## src/hdl/mcs_params.svh

```systemverilog
// Purpose: Offsets, field positions and reset values of the modem scanner
// Assumes: Included by bare name wherever these constants are needed
// Notes: Definitions only
`ifndef MCS_PARAMS_SVH
`define MCS_PARAMS_SVH

// Register byte offsets
`define MCS_OFS_CTRL 4'h0
`define MCS_OFS_LINE 4'h4
`define MCS_OFS_ASYNC 4'h8
`define MCS_ADDR_BITS 4

// Scanner control register fields
`define MCS_CTRL_LINE_LO 0
`define MCS_CTRL_LINE_HI 3
`define MCS_CTRL_SCAN_EN 5
`define MCS_CTRL_INT_EN 6
`define MCS_CTRL_DONE 7

// Line setting register fields
`define MCS_LINE_ENABLE 0
`define MCS_LINE_TERM_RDY 1
`define MCS_LINE_REQ_SEND 2
`define MCS_LINE_NEW_SYNC 3
`define MCS_LINE_STAT_LO 8
`define MCS_LINE_STAT_HI 11

// Ring counter codes
`define MCS_RING_IDLE 4'h0
`define MCS_RING_STEP1 4'h1

// Bus responses
`define MCS_RESP_OKAY 2'h0
`define MCS_RESP_SLVERR 2'h2

`endif

```

## src/hdl/mcs_pkg.sv

```systemverilog
// Purpose: Types shared by the modem scanner files
// Assumes: Nothing beyond the params header
// Notes: Status nibble order matches the scan memory entry layout
package mcs_pkg;

  // One line's modem status, as held in one scan memory entry
  typedef struct packed {
    logic ring;
    logic carrier_on;
    logic clear_send;
    logic set_ready;
  } mcs_stat_type;

  // Modem control outputs for all sixteen lines
  typedef struct packed {
    logic [15:0] term_ready;
    logic [15:0] request_send;
    logic [15:0] new_sync;
    logic [15:0] secondary_transmit;
  } mcs_ctl_type;

endpackage

```

## src/hdl/mcs_top.sv

```systemverilog
// Purpose: Modem control scanner for sixteen lines behind AXI4-Lite
// Assumes: Single 40 MHz clock, synchronous active-low reset
// Notes: Ring counter steps one phase per clock while scanning
//
// Function
// - Host writes line number into 4-bit counter; per-line accesses use it.
// - Sixteen enable flops; write strobes only the selected line's flop.
// - Terminal ready, request send, new sync held per line, written likewise.
// - Host reads set ready, clear send, carrier, ring of selected line.
// - Async lines use secondary transmit/receive for new sync/set ready.
// - Counter loads from host write and wraps when stepped by scanner.
// - Sixteen 4-bit scan entries; transitions found by comparing old, new.
// - Self-clocking 4-bit ring counter starts when scan enable is set.
// - Ring step one increments the line counter to next line.
// - Ring step two copies the addressed entry into hold register.
// - Ring step three writes selected modem's status into the entry.
// - Step four: change on enabled line sets done, stops ring.
// - Done with interrupt enable set raises host interrupt request.
// - Scanning stays halted while done; host clears done to resume.
`timescale 1ns/1ps
`include "mcs_params.svh"
module mcs_top #(
  parameter int LINES = 16,
  parameter logic [15:0] ASYNC_RESET = 16'h0000
) (
  // Clock and reset
  input wire logic aclk,
  input wire logic aresetn,
  // AXI4-Lite write address
  input wire logic awvalid,
  output logic awready,
  input wire logic [31:0] awaddr,
  input wire logic [2:0] awprot,
  // AXI4-Lite write data
  input wire logic wvalid,
  output logic wready,
  input wire logic [31:0] wdata,
  input wire logic [3:0] wstrb,
  // AXI4-Lite write response
  output logic bvalid,
  input wire logic bready,
  output logic [1:0] bresp,
  // AXI4-Lite read address
  input wire logic arvalid,
  output logic arready,
  input wire logic [31:0] araddr,
  input wire logic [2:0] arprot,
  // AXI4-Lite read data
  output logic rvalid,
  input wire logic rready,
  output logic [31:0] rdata,
  output logic [1:0] rresp,
  // Modem status inputs, one bit per line
  input wire logic [15:0] set_ready_in,
  input wire logic [15:0] clear_send_in,
  input wire logic [15:0] carrier_on_in,
  input wire logic [15:0] ring_in,
  input wire logic [15:0] secondary_receive_in,
  // Modem control outputs
  output mcs_pkg::mcs_ctl_type modem_ctl,
  // Interrupt request
  output logic irq
);
  import mcs_pkg::*;

  ////////////////////////////////////////////////////////////////////////
  // Input synchronisation

  logic [79:0] raw_in;
  logic [79:0] sync_in;
  logic [15:0] dsr_s;
  logic [15:0] cs_s;
  logic [15:0] co_s;
  logic [15:0] ri_s;
  logic [15:0] srx_s;

  assign raw_in = {secondary_receive_in, ring_in, carrier_on_in,
                   clear_send_in, set_ready_in};
  assign {srx_s, ri_s, co_s, cs_s, dsr_s} = sync_in;

  mcs_sync #(.W(80)) u_sync (
    .aclk(aclk),
    .aresetn(aresetn),
    .d(raw_in),
    .q(sync_in)
  );

  ////////////////////////////////////////////////////////////////////////
  // State

  logic [3:0] line_q;
  logic scan_en_q;
  logic int_en_q;
  logic done_q;
  logic [LINES-1:0] enable_q;
  logic [LINES-1:0] term_rdy_q;
  logic [LINES-1:0] req_send_q;
  logic [LINES-1:0] new_sync_q;
  logic [15:0] async_q;
  logic [3:0] ring_q;
  mcs_stat_type scan_mem [LINES];
  mcs_stat_type hold_q;
  mcs_stat_type cur_stat;
  logic change;

  // Current status of the selected line, async lines swap in sec receive
  always_comb begin
    cur_stat.ring = ri_s[line_q];
    cur_stat.carrier_on = co_s[line_q];
    cur_stat.clear_send = cs_s[line_q];
    cur_stat.set_ready = async_q[line_q] ? srx_s[line_q]
                                         : dsr_s[line_q];
  end

  ////////////////////////////////////////////////////////////////////////
  // AXI4-Lite write channel

  logic aw_have_q;
  logic w_have_q;
  logic [`MCS_ADDR_BITS-1:0] waddr_q;
  logic [31:0] wdata_q;
  logic [3:0] wstrb_q;
  logic wr_go;
  logic wr_ctrl;
  logic wr_line;
  logic wr_async;

  assign wr_go = aw_have_q && w_have_q && !bvalid;
  assign wr_ctrl = wr_go && (waddr_q == `MCS_OFS_CTRL) && wstrb_q[0];
  assign wr_line = wr_go && (waddr_q == `MCS_OFS_LINE) && wstrb_q[0];
  assign wr_async = wr_go && (waddr_q == `MCS_OFS_ASYNC);

  always_ff @(posedge aclk) begin
    if (!aresetn) begin
      aw_have_q <= 1'b0;
      awready <= 1'b0;
      waddr_q <= '0;
    end else if (awvalid && awready) begin
      aw_have_q <= 1'b1;
      awready <= 1'b0;
      waddr_q <= awaddr[`MCS_ADDR_BITS-1:0];
    end else if (wr_go) begin
      aw_have_q <= 1'b0;
    end else if (!aw_have_q && !bvalid) begin
      awready <= 1'b1;
    end
  end

  always_ff @(posedge aclk) begin
    if (!aresetn) begin
      w_have_q <= 1'b0;
      wready <= 1'b0;
      wdata_q <= '0;
      wstrb_q <= '0;
    end else if (wvalid && wready) begin
      w_have_q <= 1'b1;
      wready <= 1'b0;
      wdata_q <= wdata;
      wstrb_q <= wstrb;
    end else if (wr_go) begin
      w_have_q <= 1'b0;
    end else if (!w_have_q && !bvalid) begin
      wready <= 1'b1;
    end
  end

  // Upper address bits are ignored, so the map aliases every 16 bytes
  always_ff @(posedge aclk) begin
    if (!aresetn) begin
      bvalid <= 1'b0;
      bresp <= `MCS_RESP_OKAY;
    end else if (wr_go) begin
      bvalid <= 1'b1;
      if (waddr_q == `MCS_OFS_CTRL || waddr_q == `MCS_OFS_LINE ||
          waddr_q == `MCS_OFS_ASYNC) begin
        bresp <= `MCS_RESP_OKAY;
      end else begin
        bresp <= `MCS_RESP_SLVERR;
      end
    end else if (bready) begin
      bvalid <= 1'b0;
    end
  end

  ////////////////////////////////////////////////////////////////////////
  // AXI4-Lite read channel

  logic [`MCS_ADDR_BITS-1:0] raddr;
  logic [31:0] rmux;
  logic rhit;

  assign raddr = araddr[`MCS_ADDR_BITS-1:0];

  always_comb begin
    rmux = 32'h0000_0000;
    rhit = 1'b1;
    case (raddr)
      `MCS_OFS_CTRL: begin
        rmux[`MCS_CTRL_LINE_HI:`MCS_CTRL_LINE_LO] = line_q;
        rmux[`MCS_CTRL_SCAN_EN] = scan_en_q;
        rmux[`MCS_CTRL_INT_EN] = int_en_q;
        rmux[`MCS_CTRL_DONE] = done_q;
      end
      `MCS_OFS_LINE: begin
        rmux[`MCS_LINE_ENABLE] = enable_q[line_q];
        rmux[`MCS_LINE_TERM_RDY] = term_rdy_q[line_q];
        rmux[`MCS_LINE_REQ_SEND] = req_send_q[line_q];
        rmux[`MCS_LINE_NEW_SYNC] = new_sync_q[line_q];
        rmux[`MCS_LINE_STAT_HI:`MCS_LINE_STAT_LO] = cur_stat;
      end
      `MCS_OFS_ASYNC: begin
        rmux[15:0] = async_q;
      end
      default: begin
        rhit = 1'b0;
      end
    endcase
  end

  always_ff @(posedge aclk) begin
    if (!aresetn) begin
      arready <= 1'b0;
      rvalid <= 1'b0;
      rdata <= 32'h0000_0000;
      rresp <= `MCS_RESP_OKAY;
    end else if (arvalid && arready) begin
      arready <= 1'b0;
      rvalid <= 1'b1;
      rdata <= rmux;
      rresp <= rhit ? `MCS_RESP_OKAY : `MCS_RESP_SLVERR;
    end else if (rvalid) begin
      if (rready) begin
        rvalid <= 1'b0;
      end
    end else begin
      arready <= 1'b1;
    end
  end

  ////////////////////////////////////////////////////////////////////////
  // Control register and line counter

  always_ff @(posedge aclk) begin
    if (!aresetn) begin
      scan_en_q <= 1'b0;
      int_en_q <= 1'b0;
    end else if (wr_ctrl) begin
      scan_en_q <= wdata_q[`MCS_CTRL_SCAN_EN];
      int_en_q <= wdata_q[`MCS_CTRL_INT_EN];
    end
  end

  // A host load beats a scan step landing in the same cycle
  always_ff @(posedge aclk) begin
    if (!aresetn) begin
      line_q <= 4'h0;
    end else if (wr_ctrl) begin
      line_q <= wdata_q[`MCS_CTRL_LINE_HI:`MCS_CTRL_LINE_LO];
    end else if (ring_q[0]) begin
      line_q <= line_q + 4'h1;
    end
  end

  // Writing zero to the done bit clears it; a fresh detection wins
  always_ff @(posedge aclk) begin
    if (!aresetn) begin
      done_q <= 1'b0;
    end else if (change) begin
      done_q <= 1'b1;
    end else if (wr_ctrl && !wdata_q[`MCS_CTRL_DONE]) begin
      done_q <= 1'b0;
    end
  end

  always_ff @(posedge aclk) begin
    if (!aresetn) begin
      irq <= 1'b0;
    end else begin
      irq <= done_q && int_en_q;
    end
  end

  ////////////////////////////////////////////////////////////////////////
  // Per-line settings

  always_ff @(posedge aclk) begin
    if (!aresetn) begin
      enable_q <= '0;
      term_rdy_q <= '0;
      req_send_q <= '0;
      new_sync_q <= '0;
    end else if (wr_line) begin
      enable_q[line_q] <= wdata_q[`MCS_LINE_ENABLE];
      term_rdy_q[line_q] <= wdata_q[`MCS_LINE_TERM_RDY];
      req_send_q[line_q] <= wdata_q[`MCS_LINE_REQ_SEND];
      new_sync_q[line_q] <= wdata_q[`MCS_LINE_NEW_SYNC];
    end
  end

  always_ff @(posedge aclk) begin
    if (!aresetn) begin
      async_q <= ASYNC_RESET;
    end else if (wr_async) begin
      if (wstrb_q[0]) begin
        async_q[7:0] <= wdata_q[7:0];
      end
      if (wstrb_q[1]) begin
        async_q[15:8] <= wdata_q[15:8];
      end
    end
  end

  // Registered so every modem output comes straight from a flop
  always_ff @(posedge aclk) begin
    if (!aresetn) begin
      modem_ctl <= '0;
    end else begin
      modem_ctl.term_ready <= term_rdy_q;
      modem_ctl.request_send <= req_send_q;
      modem_ctl.new_sync <= new_sync_q & ~async_q;
      modem_ctl.secondary_transmit <= new_sync_q & async_q;
    end
  end

  ////////////////////////////////////////////////////////////////////////
  // Ring counter and scan memory

  assign change = ring_q[3] && (scan_mem[line_q] != hold_q) &&
                  enable_q[line_q];

  // Clearing scan enable lets the current line finish its four steps
  always_ff @(posedge aclk) begin
    if (!aresetn) begin
      ring_q <= `MCS_RING_IDLE;
    end else if (ring_q == `MCS_RING_IDLE) begin
      if (scan_en_q && !done_q) begin
        ring_q <= `MCS_RING_STEP1;
      end
    end else if (ring_q[3]) begin
      if (change || done_q || !scan_en_q) begin
        ring_q <= `MCS_RING_IDLE;
      end else begin
        ring_q <= `MCS_RING_STEP1;
      end
    end else begin
      ring_q <= {ring_q[2:0], 1'b0};
    end
  end

  always_ff @(posedge aclk) begin
    if (!aresetn) begin
      hold_q <= '0;
    end else if (ring_q[1]) begin
      hold_q <= scan_mem[line_q];
    end
  end

  // Entry is written before compare, so a restart moves on to next line
  always_ff @(posedge aclk) begin
    if (!aresetn) begin
      for (int i = 0; i < LINES; i++) begin
        scan_mem[i] <= '0;
      end
    end else if (ring_q[2]) begin
      scan_mem[line_q] <= cur_stat;
    end
  end

endmodule

```

## src/hdl/mcs_sync.sv

```systemverilog
// Purpose: Three-stage input synchroniser with agreement filter
// Assumes: Inputs are asynchronous to aclk
// Notes: Output changes only once stages two and three agree
`timescale 1ns/1ps
module mcs_sync #(
  parameter int W = 8
) (
  // Clock and reset
  input wire logic aclk,
  input wire logic aresetn,
  // Data
  input wire logic [W-1:0] d,
  output logic [W-1:0] q
);

  logic [W-1:0] s1_q;
  logic [W-1:0] s2_q;
  logic [W-1:0] s3_q;

  // Stage one feeds stage two only, to keep metastability contained
  always_ff @(posedge aclk) begin
    if (!aresetn) begin
      s1_q <= '0;
      s2_q <= '0;
      s3_q <= '0;
    end else begin
      s1_q <= d;
      s2_q <= s1_q;
      s3_q <= s2_q;
    end
  end

  genvar i;
  generate
    for (i = 0; i < W; i++) begin : g_bit
      always_ff @(posedge aclk) begin
        if (!aresetn) begin
          q[i] <= 1'b0;
        end else if (s2_q[i] == s3_q[i]) begin
          q[i] <= s3_q[i];
        end
      end
    end
  endgenerate

endmodule

```

## config.mk

```make
export PLATFORM = sky130hd
export DESIGN_NAME = mcs_top
export DESIGN_NICKNAME = d
export VERILOG_FILES = /design/src/hdl/mcs_pkg.sv /design/src/hdl/mcs_top.sv /design/src/hdl/mcs_sync.sv
export VERILOG_INCLUDE_DIRS = /design/src /design/src/hdl
export SDC_FILE = /design/constraint.sdc
export NUM_CORES = 1
export LEC_CHECK = 0
export ABC_AREA = 1
export BUFFER_PORTS_ARGS = -buffer_cell sky130_fd_sc_hd__buf_2
export CAP_MARGIN = 20
export CORE_MARGIN = 3
export CORE_UTILIZATION = 50
export CTS_BUF_LIST = sky130_fd_sc_hd__clkbuf_4 sky130_fd_sc_hd__clkbuf_8
export CTS_CLUSTER_DIAMETER = 80
export DETAILED_ROUTE_END_ITERATION = 10
export PLACE_DENSITY = 0.74
export SYNTH_ARGS = -nofsm -noshare
export SYNTH_HDL_FRONTEND = slang
export SYNTH_SLANG_ARGS = --single-unit
export TNS_END_PERCENT = 10
```

## constraint.sdc

```tcl
create_clock -name aclk -period 1.96 [get_ports aclk]
set_input_delay 0.294 -clock aclk [delete_from_list [all_inputs] [get_ports aclk]]
set_output_delay 0.294 -clock aclk [all_outputs]
set_load 0.02 [all_outputs]
```

Yosys cells after proc, flatten, opt, wreduce, memory -nomap -nowiden
Memory sizes are Yosys's and may differ from the RTL's. A register that Yosys moved wholly into a read port is not among the register bits.
Cells that the tools add are included.
- add/subtract/negate cells: 1
- $mul: 0
- div/mod/pow operators: 0
- $lt $le $gt $ge: 2
- eq/ne operators: 86
- shift operators: 0
- multiplexer cells: 60
- bitwise logic cells: 5
- reductions and logical operators: 45
- operators by type and width (cell ; number):
    $eq 1x1->1 ; 80
    $bwmux 16 ; 4
    $bmux 1 s4 ; 10
    $mux 4 ; 10
    $and 16x16->16 ; 2
    $mux 1 ; 30
    $logic_and 1x1->1 ; 18
    $not 16->16 ; 1
    $logic_not 4->1 ; 3
    $pmux 4 s3 ; 1
    $reduce_bool 2->1 ; 5
    $eq 4x3->1 const B ; 2
    $eq 4x4->1 const B ; 2
    $pmux 4 s2 ; 1
    $reduce_and 2->1 ; 4
    $logic_not 1->1 ; 6
    $pmux 3 s2 ; 1
    $reduce_or 2->1 ; 3
    $lt 4x5->1 const B ; 1
    $add 4x1->4 const B ; 1
    $demux 1 s4 ; 1
    $ge 4x1->1 const B ; 1
    $logic_or 1x1->1 ; 4
    $mux 2 ; 2
    5 further kinds ; 6
- bits in registers: 529
- bits in latches: 0
- memory bits (writable): 64
- ROM bits: 0
- input bits: 193
- output and inout bits: 106
- memories: 1
- memory list (name ; depth ; bits a word ; read ports ; clocked after memory_dff ; write ports ; line ; RTL):
    scan_mem ; 16 ; 4 ; 1 ; 1 ; 16 ; mcs_top.sv:101 ; mcs_stat_type scan_mem [LINES];

Logic depth before layout (Yosys ltp)
Gate-level depths: netlist of run 1.
- depth after elaboration: 8
- gate-level depth with buffers: 16

Hierarchy
Synthesis of run 1 repeated with hierarchy kept, for this count alone.
- cell total of the unflattened synthesis: 2628
- area, all modules: 21612.0 µm²
- modules (own cells, without submodules) (module ; instances ; cells each ; area each (µm²) ; sequential area each (µm²)):
    mcs_top ; 1 ; 1553 ; 12115.4 ; 6145.9
    mcs_sync ; 1 ; 1075 ; 9496.6 ; 6406.1

Worst setup path after synthesis of run 1
Ideal clock, no wire load.
- path kind: reg-to-reg
- start point: register line_q[0]
- end point: memory scan_mem[8][0] (netlist bit) (enable)
- library setup time: 0.308 ns
- arrival: 1.614 ns
- data required time: 1.652 ns
- setup slack: 0.038 ns
- stages on the path, launching flop included: 10
- buffers on the path: 3
- clock period less this slack: 1.922 ns
- path through: dfxtp_1 -> inv_2 -> buf_6 -> buf_6 -> buf_4 -> ha_1 -> inv_1 -> nor2_1 -> nand2_1 -> nand2_1
- RTL lines (item ; line ; RTL):
    from (decl) ; mcs_top.sv:91 ; logic [3:0] line_q;
    from (signal assigned) ; mcs_top.sv:258 ; line_q <= wdata_q[`MCS_CTRL_LINE_HI:`MCS_CTRL_LINE_LO];
    from (signal assigned) ; mcs_top.sv:260 ; line_q <= line_q + 4'h1;
    to (decl) ; mcs_top.sv:101 ;

Worst setup path in the final report of run 1
- start point: register line_q[0]
- end point: register req_send_q[8]
- word-level cells in the longest chain between the ends: 5
- elaborated cells on any way between the ends: 6
- RTL lines (item ; line ; RTL):
    $lt 4x5->1 / $ge 4x1->1 (equally long branches) ; mcs_top.sv:295 ; req_send_q[line_q] <= wdata_q[`MCS_LINE_REQ_SEND];
    $logic_and 1x1->1 ; mcs_top.sv:295 ;
    $mux 1 ; mcs_top.sv:295 ;
    $demux 1 s4 * ; mcs_top.sv:295 ;
    $bwmux 16 * ; mcs_top.sv:295 ;
    to (signal, indexed assignment) ; mcs_top.sv:295 ;
    to (decl) ; mcs_top.sv:97 ; logic [LINES-1:0] req_send_q;
Mark *: on every way between the ends. The rest lies on a longest branch, timed or not.
A chain may end at the register's enable or synchronous reset.

==> results of run 1 <==
-- registers in the layout (all words and copies together) (netlist names), 2 cells and up, named ones only --
register	count
u_sync.s1_q	80
ring_q	4
hold_q	4
req_send_q	16
line_q	4
u_sync.s3_q	80
async_q	16
u_sync.s2_q	80
enable_q	16
u_sync.q	80
new_sync_q	16
scan_mem	64
wstrb_q	2
term_rdy_q	16
rdata	16
waddr_q	4
modem_ctl	64
wdata_q	16
-- routing by layer --
layer	vias up	GRT usage [%]	part of all wire (%)
met5	-	0	0.024
met4	2	11.3	4.2
met3	147	4.36	7.0
met2	690	39.5	48
met1	8138	28.0	40
li1	8947	-	-
-- critical path, delay by kind of cell, from the launching register on --
family	cells	cell delay [ns]
adder cells (fa/ha/maj)	1	0.14
buffers and inverters	6	0.80
AND/OR/NAND/NOR	2	0.30
flip-flops	1	0.36
AO/OA/AOI/OAI	2	0.21
-- stage by stage --
| stage | setup slack, ns | instances |
|---|---|---|
| finish | 0.0274 | 3614 |
| global route | -0.0314 | 3613 |
| CTS | 0.0388 | 3612 |
| detailed placement | 0.0143 | 3332 |
| global placement | 0.0321 | 3332 |
| floorplan | 0.0384 | 2651 |
-- cells in the final DEF (no fill, tap or decap), types with 2 or more instances in the layout --
master         count
nor2_2            19
dfxtp_1          528
inv_2             19
nand2_1          498
nor2_1           344
o22ai_1           32
clkinv_1           5
o41ai_1            5
inv_8              5
inv_6              2
ha_1               4
inv_4              2
o21ai_0          251
clkbuf_8         111
clkinv_2          10
edfxtp_1          64
bufinv_16          6
nand2_4           11
buf_12            14
dfxtp_2            2
nor2_4             3
buf_2            199
nand2_2            2
o21ai_1           40
inv_1            388
a21oi_1          166
buf_6              2
dlygate4sd3_1    116
buf_4             63
conb_1            18
o221ai_1           5
nand3_1           49
nand4_1            7
nor3_1            36
clkbuf_4          27
a31oi_1            6
-- power groups by stage --
stage               Combinational [mW]  Sequential, mW  Clock, mW
floorplan                        0.606            13.0          0
global placement                 0.869            13.0          0
detailed placement               0.895            13.0          0
CTS                               1.08            12.8       11.5
global route                      1.23            12.8       12.0
finish                            1.10            12.8       11.2
-- timing repair --
| action | 4_1_cts | 5_1_grt |
|---|---|---|
| pin swaps | 0 | 1 |
| endpoints found under the setup margin | 3 | 94 |
| buffers inserted | 0 | 1 |
| resized for setup | 1 | 23 |
| endpoints found under the hold margin | 117 | 0 |
| hold buffers | 116 | 0 |
-- final timing paths --
path,end,slack [ns],start,depth (start not counted)
min,rresp[1]$_SDFFE_PN0P_,0.04,araddr[1],5
min reg2reg,u_sync.s2_q[72]$_SDFF_PN0_,0.40,u_sync.s1_q[72]$_SDFF_PN0_,2
max reg2reg,req_send_q[8]$_SDFFE_PN0P_,0.03,line_q[0]$_SDFFE_PN0N_,11
max,req_send_q[8]$_SDFFE_PN0P_,0.03,line_q[0]$_SDFFE_PN0N_,11
-- synth_stat cells (all sizes together) --
master,instances,share of area (%)
nor2,366,6.6
xor2,1,0.041
and2,1,0.041
nor3,37,0.91
o21ai,292,6.8
nand2,511,9.3
conb,1,0.017
a221oi,1,0.041
inv,411,7.2
clkinv,3,0.052
nand3,50,1.2
buf,61,2.4
ha,4,0.23
o211ai,1,0.035
clkbuf,75,1.3
or2,1,0.029
a21oi,166,3.9
o21a,1,0.035
edfxtp,64,8.9
a31oi,6,0.17
o41ai,5,0.20
dfxtp,531,49
o221ai,5,0.20
a311oi,1,0.041
nand4,7,0.20
o22ai,32,0.93
-- kinds of logic after synthesis --
kind of cell               after synthesis
AOI/OAI and AO/OA                      510
xor gates and xnor gates                 1
adders and majority gates                4
buffers and inverters                  550
DFF                                    595
other                                    1
and+or+nand+nor                        973
-- final cells by class --
cell class / instances / area (sq um)
Tap cell: 539 / 674
Inverter: 414 / 1580
Clock buffer: 138 / 1730
Clock inverter: 26 / 323
Sequential cell: 595 / 12600
Fill cell: 3493 / 15700
Multi-Input combinational cell: 1506 / 6740
Timing Repair Buffer: 395 / 2950
Antenna cell: 1 / 2.50
==> results.sh, run 1 <==
export IMPL_ant_nets=0
export IMPL_core_sq_um=42200
export IMPL_synth_top_family_by_area="simple AND/OR/NAND/NOR gates"
export IMPL_fin_tns_setup_ns=0
export IMPL_setup_viol=0
export IMPL_worstSetupEndpointType="flip-flop"
export IMPL_syn_inst=2634
export IMPL_hp_class="in -> reg"
export IMPL_cts_tree="done"
export IMPL_vias=17900
export IMPL_p_comb_share_pct=4.4
export IMPL_slew_headroom_pct=46.7
export IMPL_crit_slowest_cell="dfxtp_4"
export IMPL_drc=0
export IMPL_finalHoldViolations=0
export IMPL_yosys_warnings=0
export IMPL_globalplace_congestion=0.937
export IMPL_utilization_pct=62.9
export IMPL_final_nets=3200
export IMPL_clock_sinks=595
export IMPL_worst_slew_pin_transition_ns=0.799
export IMPL_path_cells="inv_2 > buf_12 > buf_4 > ha_1 > inv_1 > nor2_1 > buf_4 > nand2_4 > inv_2 > o21ai_0 > a21oi_1"
export IMPL_place_area_sq_um=23300
export IMPL_syn2layout_area_growth_pct=23.2
export IMPL_worst_endpoint_required_ns=2.54
export IMPL_p_leak_nw=13.1
export IMPL_antenna_found_initial=1
export IMPL_outcome="complete, no violations"
export IMPL_globalRouteOverflowTotal=0
export IMPL_critPathKind="reg -> reg"
export IMPL_wire_per_inst_um=14.8
export IMPL_fin_crit_ns=1.93
export IMPL_synth_cell_types=39
export IMPL_fp_row_count=75
export IMPL_grt_usage_pct=23.0
export IMPL_holdWs_ns=0.0371
export IMPL_swShare_pct=22.1
export IMPL_clock_latency_ns=0.69
export IMPL_fin_total_pwr_mw=25.1
export IMPL_grt_pass1_wl_um=84000
export IMPL_drt_iter0_markers=1485
export IMPL_synthSimpleGateAreaFrac_pct=18.2
export IMPL_crit_path_start_kind="flip-flop"
export IMPL_intPower_mw=19.6
export IMPL_slew_viol_final=0
export IMPL_dp_hpwl_um=35600
export IMPL_die_h_um=214
export IMPL_drt_wl_total_um=53400
export IMPL_io_pins=299
export IMPL_drive_gt1_share_pct=16.5
export IMPL_synthAdderAreaFrac_pct=0.232
export IMPL_arrival_ns=2.51
export IMPL_fmax_mhz=517
export IMPL_synthesis_area_sq_um=21600
export IMPL_first_global_vias=17100
export IMPL_clock_power_share_pct=44.8
export IMPL_pwr_share_seq_pct=50.8
export IMPL_powerDensity_nw_per_um2=945
export IMPL_grt_max_degree=206
export IMPL_root_buffer="clkbuf_8"
export IMPL_critical_path_max_stage_delay_ns=0.36
export IMPL_avgSynthCellArea_sq_um=8.18
export IMPL_dr_pass1_iters=6
export IMPL_clk_path_buf_depth=3
export IMPL_ys_seq_elements=595
export IMPL_cts_made_buffers=91
export IMPL_port_buffers=200
export IMPL_start_util_pct=51.0
export IMPL_path_clk_slew_ns=0.06
export IMPL_via_per_inst=4.96
export IMPL_htree_levels=3
export IMPL_ys_seq_area_share_pct=58.2
export IMPL_max_cap_viol_count=0
export IMPL_die_w_um=214
export IMPL_vdd_ir_drop_max_mv=0.658
export IMPL_synth_xor_area_share_pct=0.0406
export IMPL_synth_compound_area_share_pct=12.3
export IMPL_p_sw_mw=5.55
export IMPL_stdcell_area_sq_um=26600
export IMPL_finClkSkew_ns=0.0531
export IMPL_rsz0062_at_grt="true"
export IMPL_synthMuxAreaShare_pct=0
export IMPL_finalCritPeriodShare_pct=98.6
export IMPL_crit_path_max_fanout=14
export IMPL_die_area_sq_um=45600
(Power assumes the default switching activity.)
==> run 2: changes to the inputs <==
- ABC_AREA: 1 -> not set
- CORE_ASPECT_RATIO: not set -> 0.7
==> run 2 against run 1 <==
Against the previous run: the run now ends with setup timing left; setup slack worse by 0.47 ns; synthesized area down 0.96%; core utilization up 1.6 points; flip-flop and latch count unchanged; critical path depth down 2; clock skew down 0.026 ns; register-to-register slack worse by 0.47 ns; global-route usage down 0.98 points; hold slack better by 0.0048 ns; die area down 0.85%; critical endpoint is now rdata[8]$_SDFFE_PN0P_.
==> results.sh, run 2 <==
export IMPL_ys_seq_elements=595
export IMPL_drive_gt1_share_pct=25.4
export IMPL_worst_slew_pin_transition_ns=0.838
export IMPL_root_buffer="clkbuf_8"
export IMPL_place_area_sq_um=23700
export IMPL_die_h_um=179
export IMPL_clk_path_buf_depth=3
export IMPL_finalCritPeriodShare_pct=123
export IMPL_ys_seq_area_share_pct=58.8
export IMPL_drc=0
export IMPL_worstSetupEndpointType="flip-flop"
export IMPL_cts_tree="done"
export IMPL_dr_pass1_iters=5
export IMPL_yosys_warnings=0
export IMPL_path_clk_slew_ns=0.07
export IMPL_ys_top_cells_by_area="dfxtp_1, edfxtp_1, and2_1, mux4_2, mux2i_1"
export IMPL_drt_wl_total_um=50500
export IMPL_powerDensity_nw_per_um2=894
export IMPL_synthesis_area_sq_um=21300
export IMPL_final_cell_mix="dfxtp_1, and2_1, buf_2"
export IMPL_antenna_found_initial=1
export IMPL_crit_slowest_cell="mux4_2"
export IMPL_wire_per_inst_um=17.1
export IMPL_core_sq_um=41600
export IMPL_slew_headroom_pct=44.1
export IMPL_rsz0062_at_grt="true"
export IMPL_ant_nets=0
export IMPL_vdd_ir_drop_max_mv=0.588
export IMPL_slew_viol_final=0
export IMPL_finalHoldViolations=0
export IMPL_grt_pass1_wl_um=78200
export IMPL_setup_viol=74
export IMPL_hp_class="in -> reg"
export IMPL_crit_path_max_fanout=17
export IMPL_clock_sinks=595
export IMPL_stdcell_area_sq_um=26800
export IMPL_grt_max_degree=176
export IMPL_yosysMostFrequentCell="dfxtp_1"
export IMPL_rrSetupSlack_ns=-0.44
export IMPL_diodes=0
export IMPL_fp_row_count=62
export IMPL_io_pins=299
export IMPL_start_util_pct=51.3
export IMPL_final_cells=2948
export IMPL_holdWs_ns=0.0418
export IMPL_fin_ws_ns=-0.442
export IMPL_dp_hpwl_um=33600
export IMPL_cp_common_cell="buf_12"
export IMPL_dp_cells=2687
export IMPL_async_reset_ff_share_pct=0
export IMPL_dp_slack_ns=-0.453
export IMPL_cts_made_buffers=86
export IMPL_worst_endpoint_required_ns=2.48
export IMPL_grt_usage_pct=22.1
export IMPL_critPathBufInv=3
export IMPL_syn2layout_area_growth_pct=25.6
export IMPL_globalRouteOverflowTotal=0
export IMPL_synth_top_area_cell="dfxtp_1"
export IMPL_port_buffers=200
export IMPL_final_common_cell="dfxtp_1"
export IMPL_via_per_inst=5.13
export IMPL_drt_iter0_markers=1170
export IMPL_htree_levels=3
export IMPL_synth_edf_count=64
export IMPL_syn_inst=1912
export IMPL_avgSynthCellArea_sq_um=11.2
export IMPL_critical_path_max_stage_delay_ns=0.53
export IMPL_path_cells="buf_12 > buf_12 > mux4_2 > mux4_2 > mux2i_4 > buf_12 > nor2_2 > a21oi_2 > a21oi_1"
export IMPL_vias=15100
export IMPL_die_w_um=253
export IMPL_globalplace_congestion=0.919
export IMPL_fin_crit_ns=2.40
export IMPL_synth_top_cell_area_share_pct=49.8
export IMPL_outcome="complete, but fails checks"
export IMPL_synth_commonest_cells="dfxtp_1, and2_1, nand2_1"
export IMPL_die_area_sq_um=45300
export IMPL_violations="setup timing"
export IMPL_arrival_ns=2.93
export IMPL_cp_top_family="multiplexers"
export IMPL_final_nets=2535
export IMPL_first_global_vias=14700
export IMPL_critPathKind="reg -> reg"
export IMPL_crit_path_start_kind="flip-flop"
export IMPL_max_cap_viol_count=0
export IMPL_finClkSkew_ns=0.0268
export IMPL_ys_flop_type="dfxtp_1"
export IMPL_synth_cell_types=50
export IMPL_clock_latency_ns=0.65
export IMPL_fmax_mhz=416
export IMPL_p_leak_nw=10.7
-- run 2: changes by cell type in the layout (fill, tap and decap cells not counted), moves of 97 or more --
cell	delta
inv_1	-378
nand2_1	-307
nor2_1	-258
o21ai_0	-144
and2_1	+275
a21boi_0	+124
a21oi_1	-155
mux2i_1	+97
-- run 2: final cells by class --
cell class	instances	area [sq um]
fillers	3113	14800
flip-flops and latches	595	12600
inverters	10	37.5
well taps	544	681
clock inverters	17	126
clock buffers	137	1720
multi-input cells	1197	8340
repair buffers	448	3350
-- run 2: cells by family (layout without fill, tap and decap cells) --
kind of cell,Yosys count,in the layout,synth area share [%]
AO/OA/AOI/OAI,269,269,8.15
XOR/XNOR,6,6,0.246
adder cells (fa/ha/maj),4,4,0.234
buffers and inverters,137,612,3.06
flip-flops,595,595,58.8
multiplexers,165,165,11.5
other,1,18,0.0176
AND/OR/NAND/NOR,735,735,18.0
-- run 2: metrics by stage --
step / setup TNS [ns] / total power, mW / utilization [%]
after floorplan: -22.64 / 13.5 / -
after global placement: -22.99 / 13.7 / 56.9
after detailed placement: -26.65 / 13.8 / 56.9
after CTS: -23.42 / 24.2 / 64.0
after global routing: -20.87 / 24.8 / 64.5
final: -15.34 / 24.0 / 64.5
-- run 2: final timing paths --
check,from,endpoint,depth (start not counted)
worst max-delay path,line_q[0]$_SDFFE_PN0N_,rdata[8]$_SDFFE_PN0P_,9
worst min register to register,u_sync.s1_q[73]$_SDFF_PN0_,u_sync.s2_q[73]$_SDFF_PN0_,1
worst min-delay path,bready,bvalid$_SDFFE_PN0P_,3
worst max register to register,line_q[0]$_SDFFE_PN0N_,rdata[8]$_SDFFE_PN0P_,9
-- run 2: routing by layer --
layer  part of all wire, %  track usage (%)
met1                    45             30.1
met2                    45             35.0
met3                   7.4             5.03
met4                   2.2             7.20
met5                     0                0
-- run 2: what timing repair did --
item,in CTS,in global routing
resized for setup,13,55
pin swaps,1,1
hold endpoints to repair,119,0
hold buffers,104,0
endpoints found under the setup margin,153,203
buffers inserted,0,3
-- run 2: power by group --
| group | total, mW | switching [mW] | leakage [nW] | internal [mW] |
|---|---|---|---|---|
| sequential | 12.8 | 0.167 | 4.99 | 12.6 |
| combinational | 0.922 | 0.448 | 4.70 | 0.474 |
| clock | 10.3 | 4.60 | 0.979 | 5.70 |
| total | 24.0 | 5.21 | 10.7 | 18.8 |
-- run 2: worst min-delay path, delay by kind of cell --
family                 cells  cell delay, ns
buffers and inverters      1            0.07
and+or+nand+nor            1            0.15
AOI/OAI and AO/OA          1            0.11
